===== src/design/pecirq_pkg.sv =====
// constants shared by the pin edge change interrupt block
// assumes a 32-bit AXI4-Lite register bus and six port pins
package pecirq_pkg;
  // ==========================================
  // geometry
  localparam int NUM_PINS = 6;
  localparam int REG_W = 8;
  localparam int ADDR_W = 8;
  localparam int ARM_STAGES = 3;
  // ==========================================
  // register byte offsets
  localparam logic [ADDR_W-1:0] OFS_RISE_EN = 8'h00;
  localparam logic [ADDR_W-1:0] OFS_FALL_EN = 8'h04;
  localparam logic [ADDR_W-1:0] OFS_FLAGS = 8'h08;
  localparam logic [ADDR_W-1:0] OFS_INT_CTL = 8'h0C;
  localparam logic [ADDR_W-1:0] OFS_IRQ_STAT = 8'h10;
  localparam logic [ADDR_W-1:0] OFS_IRQ_MASK = 8'h14;
  // ==========================================
  // field positions
  localparam int CTL_SUMMARY_BIT = 0;
  localparam int CTL_MASTER_BIT = 1;
  localparam int STAT_EDGE_BIT = 0;
  // ==========================================
  // reset values
  localparam logic [NUM_PINS-1:0] RST_PINS = 6'h00;
  localparam logic RST_BIT = 1'b0;
  // ==========================================
  // bus responses
  localparam logic [1:0] RESP_OKAY = 2'h0;
  localparam logic [1:0] RESP_SLVERR = 2'h2;
  typedef enum {PEC_RISE_EN, PEC_FALL_EN, PEC_FLAGS, PEC_INT_CTL,
    PEC_IRQ_STAT, PEC_IRQ_MASK, PEC_NONE} pec_reg_e;
endpackage


===== src/design/pecirq_top.sv =====
// pin edge change interrupt: edge detectors, per-pin flags, AXI4-Lite registers
// assumes pins are synchronous-safe after the internal two-flop synchroniser
`timescale 1ns/1ps
module pecirq_top
  import pecirq_pkg::*;
(
  // clock and reset
  input wire logic CLOCK,
  input wire logic RST_N,
  // port pins and power state
  input wire logic [pecirq_pkg::NUM_PINS-1:0] PINS,
  input wire logic SLEEP,
  output logic WAKE,
  output logic IRQ,
  // axi4-lite write address
  input wire logic [pecirq_pkg::ADDR_W-1:0] AWADDR,
  input wire logic AWVALID,
  output logic AWREADY,
  // axi4-lite write data
  input wire logic [31:0] WDATA,
  input wire logic [3:0] WSTRB,
  input wire logic WVALID,
  output logic WREADY,
  // axi4-lite write response
  output logic [1:0] BRESP,
  output logic BVALID,
  input wire logic BREADY,
  // axi4-lite read address
  input wire logic [pecirq_pkg::ADDR_W-1:0] ARADDR,
  input wire logic ARVALID,
  output logic ARREADY,
  // axi4-lite read data
  output logic [31:0] RDATA,
  output logic [1:0] RRESP,
  output logic RVALID,
  input wire logic RREADY
);
  import pecirq_pkg::*;

  function automatic pec_reg_e decode(input logic [ADDR_W-1:0] a);
    unique case (a)
      OFS_RISE_EN: decode = PEC_RISE_EN;
      OFS_FALL_EN: decode = PEC_FALL_EN;
      OFS_FLAGS: decode = PEC_FLAGS;
      OFS_INT_CTL: decode = PEC_INT_CTL;
      OFS_IRQ_STAT: decode = PEC_IRQ_STAT;
      OFS_IRQ_MASK: decode = PEC_IRQ_MASK;
      default: decode = PEC_NONE;
    endcase
  endfunction

  logic [NUM_PINS-1:0] sync1_q, sync2_q, prev_q;
  logic [ARM_STAGES-1:0] arm_q;
  logic [NUM_PINS-1:0] rise_en_q, fall_en_q, flags_q, flags_d;
  logic [NUM_PINS-1:0] rise_hit, fall_hit, edge_set;
  logic master_q, stat_q, mask_q, wake_q;
  logic aw_held_q, w_held_q, bvalid_q, rvalid_q;
  logic [ADDR_W-1:0] awaddr_q;
  logic [31:0] wdata_q, rdata_q;
  logic [3:0] wstrb_q;
  logic [1:0] bresp_q, rresp_q;
  logic aw_take, w_take, wr_go, rd_take;
  logic [ADDR_W-1:0] wr_addr;
  logic [31:0] wr_data;
  logic [3:0] wr_strb;
  pec_reg_e wr_reg;
  logic wr_lane;

  // ==========================================
  // pin synchroniser and edge detect
  // two-flop sync, then compare
  always_ff @(posedge CLOCK) begin
    if (!RST_N) begin
      sync1_q <= RST_PINS;
      sync2_q <= RST_PINS;
      prev_q <= RST_PINS;
    end else begin
      sync1_q <= PINS;
      sync2_q <= sync1_q;
      prev_q <= sync2_q;
    end
  end

  // blocks false edges until prev holds a real sample after reset
  always_ff @(posedge CLOCK) begin
    if (!RST_N) begin
      arm_q <= '0;
    end else begin
      arm_q <= {arm_q[ARM_STAGES-2:0], 1'b1};
    end
  end

  assign rise_hit = (sync2_q & ~prev_q) & rise_en_q & {NUM_PINS{arm_q[ARM_STAGES-1]}};
  assign fall_hit = (~sync2_q & prev_q) & fall_en_q & {NUM_PINS{arm_q[ARM_STAGES-1]}};
  assign edge_set = rise_hit | fall_hit;

  // ==========================================
  // write channel
  assign AWREADY = !aw_held_q && !bvalid_q;
  assign WREADY = !w_held_q && !bvalid_q;
  assign aw_take = AWVALID && AWREADY;
  assign w_take = WVALID && WREADY;
  assign wr_go = (aw_held_q || aw_take) && (w_held_q || w_take);
  assign wr_addr = aw_held_q ? awaddr_q : AWADDR;
  assign wr_data = w_held_q ? wdata_q : WDATA;
  assign wr_strb = w_held_q ? wstrb_q : WSTRB;
  assign wr_reg = decode(wr_addr);
  // registers are one byte wide, so only lane 0 carries data
  assign wr_lane = wr_go && wr_strb[0];

  always_ff @(posedge CLOCK) begin
    if (!RST_N) begin
      aw_held_q <= 1'b0;
      w_held_q <= 1'b0;
      awaddr_q <= '0;
      wdata_q <= '0;
      wstrb_q <= '0;
    end else begin
      if (wr_go) begin
        aw_held_q <= 1'b0;
        w_held_q <= 1'b0;
      end else begin
        if (aw_take) begin
          aw_held_q <= 1'b1;
          awaddr_q <= AWADDR;
        end
        if (w_take) begin
          w_held_q <= 1'b1;
          wdata_q <= WDATA;
          wstrb_q <= WSTRB;
        end
      end
    end
  end

  always_ff @(posedge CLOCK) begin
    if (!RST_N) begin
      bvalid_q <= 1'b0;
      bresp_q <= RESP_OKAY;
    end else if (wr_go) begin
      bvalid_q <= 1'b1;
      bresp_q <= (wr_reg == PEC_NONE) ? RESP_SLVERR : RESP_OKAY;
    end else if (BREADY) begin
      bvalid_q <= 1'b0;
    end
  end

  // ==========================================
  // control registers
  // six enable bits each for rise and fall, one bit each for master and mask
  always_ff @(posedge CLOCK) begin
    if (!RST_N) begin
      rise_en_q <= RST_PINS;
      fall_en_q <= RST_PINS;
      master_q <= RST_BIT;
      mask_q <= RST_BIT;
    end else if (wr_lane) begin
      if (wr_reg == PEC_RISE_EN) rise_en_q <= wr_data[NUM_PINS-1:0];
      if (wr_reg == PEC_FALL_EN) fall_en_q <= wr_data[NUM_PINS-1:0];
      if (wr_reg == PEC_INT_CTL) master_q <= wr_data[CTL_MASTER_BIT];
      if (wr_reg == PEC_IRQ_MASK) mask_q <= wr_data[STAT_EDGE_BIT];
    end
  end

  // ==========================================
  // per-pin flags
  // clear by zero, new edge wins
  always_comb begin
    flags_d = flags_q;
    if (wr_lane && wr_reg == PEC_FLAGS) flags_d = flags_q & wr_data[NUM_PINS-1:0];
    flags_d = flags_d | edge_set;
  end

  always_ff @(posedge CLOCK) begin
    if (!RST_N) begin
      flags_q <= RST_PINS;
    end else begin
      flags_q <= flags_d;
    end
  end

  // sticky event bit, write one to clear; a coincident event wins
  always_ff @(posedge CLOCK) begin
    if (!RST_N) begin
      stat_q <= RST_BIT;
    end else if (|edge_set) begin
      stat_q <= 1'b1;
    end else if (wr_lane && wr_reg == PEC_IRQ_STAT && wr_data[STAT_EDGE_BIT]) begin
      stat_q <= 1'b0;
    end
  end

  // ==========================================
  // request and wake
  // request gated by master enable
  assign IRQ = master_q && stat_q && mask_q;

  always_ff @(posedge CLOCK) begin
    if (!RST_N) begin
      wake_q <= 1'b0;
    end else begin
      wake_q <= SLEEP && master_q && (|edge_set);
    end
  end
  assign WAKE = wake_q;

  // ==========================================
  // read channel
  assign ARREADY = !rvalid_q;
  assign rd_take = ARVALID && ARREADY;

  always_ff @(posedge CLOCK) begin
    if (!RST_N) begin
      rvalid_q <= 1'b0;
      rdata_q <= '0;
      rresp_q <= RESP_OKAY;
    end else if (rd_take) begin
      rvalid_q <= 1'b1;
      rresp_q <= RESP_OKAY;
      rdata_q <= '0;
      unique case (decode(ARADDR))
        PEC_RISE_EN: rdata_q[NUM_PINS-1:0] <= rise_en_q;
        PEC_FALL_EN: rdata_q[NUM_PINS-1:0] <= fall_en_q;
        PEC_FLAGS: rdata_q[NUM_PINS-1:0] <= flags_q;
        PEC_INT_CTL: begin
          rdata_q[CTL_SUMMARY_BIT] <= |flags_q;
          rdata_q[CTL_MASTER_BIT] <= master_q;
        end
        PEC_IRQ_STAT: rdata_q[STAT_EDGE_BIT] <= stat_q;
        PEC_IRQ_MASK: rdata_q[STAT_EDGE_BIT] <= mask_q;
        PEC_NONE: rresp_q <= RESP_SLVERR;
      endcase
    end else if (RREADY) begin
      rvalid_q <= 1'b0;
    end
  end

  assign BVALID = bvalid_q;
  assign BRESP = bresp_q;
  assign RVALID = rvalid_q;
  assign RDATA = rdata_q;
  assign RRESP = rresp_q;
endmodule // pecirq_top


===== config.mk =====
export PLATFORM = sky130hd
export DESIGN_NAME = pecirq_top
export DESIGN_NICKNAME = d
export VERILOG_FILES = /design/src/design/pecirq_pkg.sv /design/src/design/pecirq_top.sv
export SDC_FILE = /design/constraint.sdc
export NUM_CORES = 1
export LEC_CHECK = 0
export BUFFER_PORTS_ARGS = -buffer_cell sky130_fd_sc_hd__buf_2
export CORE_AREA = 2 2 85 87
export CTS_CLUSTER_DIAMETER = 30
export DETAILED_ROUTE_END_ITERATION = 7
export DIE_AREA = 0 0 87 89
export GPL_TIMING_DRIVEN = 0
export PLACE_DENSITY = 0.77
export SYNTH_ARGS = -nofsm -noshare
export SYNTH_HDL_FRONTEND = slang
export SYNTH_SLANG_ARGS = --single-unit

===== constraint.sdc =====
create_clock -name CLOCK -period 2.69 [get_ports CLOCK]
set_clock_uncertainty 0.1 [all_clocks]
set_input_delay 0.538 -clock CLOCK [delete_from_list [all_inputs] [get_ports CLOCK]]
set_output_delay 0.538 -clock CLOCK [all_outputs]
set_load 0.01 [all_outputs]

==> impl_results.md <==
* Arrival time reported for the critical path endpoint at 2.66 ns
* H-tree depth at 3
* Worst endpoint required time at 2.86 ns
* Setup repair after global routing missed its margin: false
* Count of max-cap constraint violations at 0
* Hold-fix buffers at CTS at 0
* Minimum setup slack after placement at -0.135 ns
* Count of buffers from port buffering at 51
* Result of the run: completed
* Number of cells traversed by the worst hold path at 1
* Slew at the pin closest to its max-slew limit at 0.666 ns
* Headroom to the max-slew limit at 55.3%
* Type of element launching the critical path: input pin
* Number of enable flip-flop cells after synthesis at 0
* Vias in the first global route at 2401
* TritonCTS clock tree: yes
* # Post-CTS Setup Buffers at 0
* Final HPWL DP at 5310 um
* Fraction of final layout cells sized beyond drive strength 1 at 24.8%
* Mean Syn Cell Area at 9.29 um2
* Largest cells by area after synthesis: dfxtp_1, mux2i_1, buf_4
* Initial drt markers at 272
* Commonest non-fill, non-tap cell in the layout: dfxtp_1
* Depth of the critical timing path with buffers and inverters included at 8
* Fraction of synthesis flops using an asynchronous set or reset pin at 0%
* Largest delay share family, worst path: simple AND/OR/NAND/NOR gates
* Leakage power summed over all cells at 1.73 nW
* Count of different cell masters after synthesis at 53
* Post-CTS Resized at 0
* Total inserted antenna cells at 0
* Initial cell density of the core at 48.8%
* Cell Count, Final, Fillers Out at 527
* Drt via density at 5.06
* TritonCTS buffer count at 9
* Worst-Skew Late Latency at 0.33 ns
* Portion of synthesized cell area occupied by the leading cell type at 42.7%
* Flip-flop and latch count after synthesis at 70
* Slowest cell on the critical path: nor3_1
* Clock tree buffer depth at 2
* GPL Wtd Cong at 0.937
* Die Y at 89 um
* Commonest cells after routing, fill and taps aside: dfxtp_1, buf_2, nand2_1, mux2i_1, buf_4
* Area delta synth->final at 20.7%
* Number of cell instances on the worst register-to-register path at 6
* Final worst path period need at 2.50 ns
* Detailed-route wire length at 6890 um
* Number of core rows at 30
* Crit Path Category: in2reg
* Cell-by-cell listing of the critical path: buf_2, nor3_1, nand4_1, ha_1, clkbuf_1, nor3_1, a221oi_1, o21ai_0
* Fin. max-slew vios at 0
* Area used by multi-input combinational logic at 1680 um2
* Area enclosed by the die boundary at 7740 um2
* Final Setup Violations at 0
* NumNets Final at 509
* Library cell used as clock root buffer: clkbuf_8
* Number of top-level pins at 109
* Seq/Total Area, Yosys at 42.7%
* Number of instances in the synthesized netlist at 353
* Final antenna-violating net count at 0
* Syn Std Cell Area at 3280 um2
* Critical path endpoint category: flip-flop
* Filler cell count in the final layout at 596
* Die width at 87 um
* Final hold violation count at 0
* Total power divided by cell area at 580 nW/um2
* Number of remaining DRC errors at 0
* Initial antenna violation count at 0
* CP Buf/Inv Count at 2
* Register clock-pin slew on the reported worst setup and hold paths at 0.08 ns
* Maximum number of pins on one net before global-route repair at 14
* Worst-case vdd ir drop at 286 uV
* Post-DR wirelength/cell at 13.1 um
* TritonCTS sink count at 70
* Post-synth top area cell: dfxtp_1
* Count of synthesis-stage warnings from yosys at 0
* Drt pass-1 iters at 4
* Area of the core at 6720 um2
* Total gr overflow at 0
* Reg area at 1400 um2
* # placed instances at 511
* Overall fraction of global-route tracks in use at 18.6%
* Total power after layout at 2.30 mW
* Final core utilization at 58.9%
* Post-route fraction of the period consumed by the critical path at 92.8%
* Library cell appearing most often on the critical path: nor3_1
* First-pass GRT wire length at 11200 um
* Most used flip-flop cell after synthesis: dfxtp_1
* Class of the tightest hold or removal check: in2reg
* Vias post-DR at 2666
* Maximum fanout encountered on the critical timing path at 9
* Biggest cell delay along the critical path at 0.56 ns
* Max Clk Rate at 0.400 GHz
* Slack of the critical path at 0.193 ns
==> cell families (layout without fill, tap and decap cells) <==
| family | Yosys count | count (layout) | share of synthesized area (%) |
|---|---|---|---|
| other | 1 | 28 | 0.114 |
| multiplexers | 38 | 38 | 11.8 |
| flip-flops | 70 | 70 | 42.7 |
| AO/OA/AOI/OAI | 58 | 58 | 11.8 |
| adder cells (fa/ha/maj) | 1 | 1 | 0.381 |
| buffers and inverters | 49 | 116 | 9.15 |
| AND/OR/NAND/NOR | 136 | 136 | 24.0 |
==> path summary, 6_finish.rpt <==
| kind | start | to | slack (ns) |
|---|---|---|---|
| worst max-delay path | ARADDR[5] | RDATA[5]$_SDFFE_PN0P_ | 0.19 |
| worst min-delay path | RST_N | arm_q[0]$_DFF_P_ | 0.22 |
| worst max register to register | aw_held_q$_SDFFE_PP0P_ | fall_en_q[4]$_SDFFE_PN0P_ | 0.45 |
| worst min register to register | sync1_q[3]$_SDFF_PN0_ | sync2_q[3]$_SDFF_PN0_ | 0.33 |
==> cells in the mapped netlist (2+ instances only) <==
cell type,count
nor3_4,2
nor4_1,2
buf_4,29
nor2b_1,17
o31ai_1,2
nand2_1,42
a21oi_1,6
clkbuf_1,13
nand3b_1,8
mux2i_1,32
nor3_1,7
nor2_1,8
nand4b_1,2
a211oi_1,2
or4_1,2
a221oi_1,4
a21boi_0,7
o41ai_1,2
o21ai_1,2
nor3b_1,2
and3_1,7
o21ai_0,21
and2_1,22
mux2_2,6
inv_1,6
nand3_1,4
dfxtp_1,70
==> metal layers <==
layer  up-vias  track usage [%]  share of wire [%]
met4         0             7.39                1.2
met2        83             30.1                 47
met5         -                0                  0
met3         6             4.16                5.4
li1       1363                -                  -
met1      1214             24.3                 47
==> registers in the layout, summed over array words and instances, names as in the netlist, 3 cells and up <==
register,count
sync1_q,6
fall_en_q,6
rise_en_q,6
RDATA,6
wdata_q,6
prev_q,6
sync2_q,6
awaddr_q,8
arm_q,3
flags_q,6
==> layout make-up <==
class,count,area share [%]
Multi-Input combinational cell,261,42.4
Sequential cell,70,35.4
Buffer,43,7.02
Timing Repair Buffer,51,6.45
Clock buffer,9,3.13
Tap cell,80,2.53
Clock inverter,7,2.47
Inverter,6,0.569
==> metrics by stage <==
step | area (um2) | setup TNS (ns) | hold slack (ns)
floorplan | 3380 | 0 | 0.312
global placement | 3740 | -0.372 | 0.313
detailed placement | 3740 | -0.653 | 0.318
CTS | 3960 | 0 | 0.200
global route | 3960 | 0 | 0.191
finish | 3960 | 0 | 0.219
==> report_power, final <==
group / leakage [nW] / switching, mW / internal [mW]
Sequential: 0.570 / 0.0203 / 1.07
Clock: 0.106 / 0.410 / 0.525
Combinational: 1.06 / 0.146 / 0.128
Total: 1.73 / 0.577 / 1.72
Note: power is estimated with default switching activity, not from simulation.
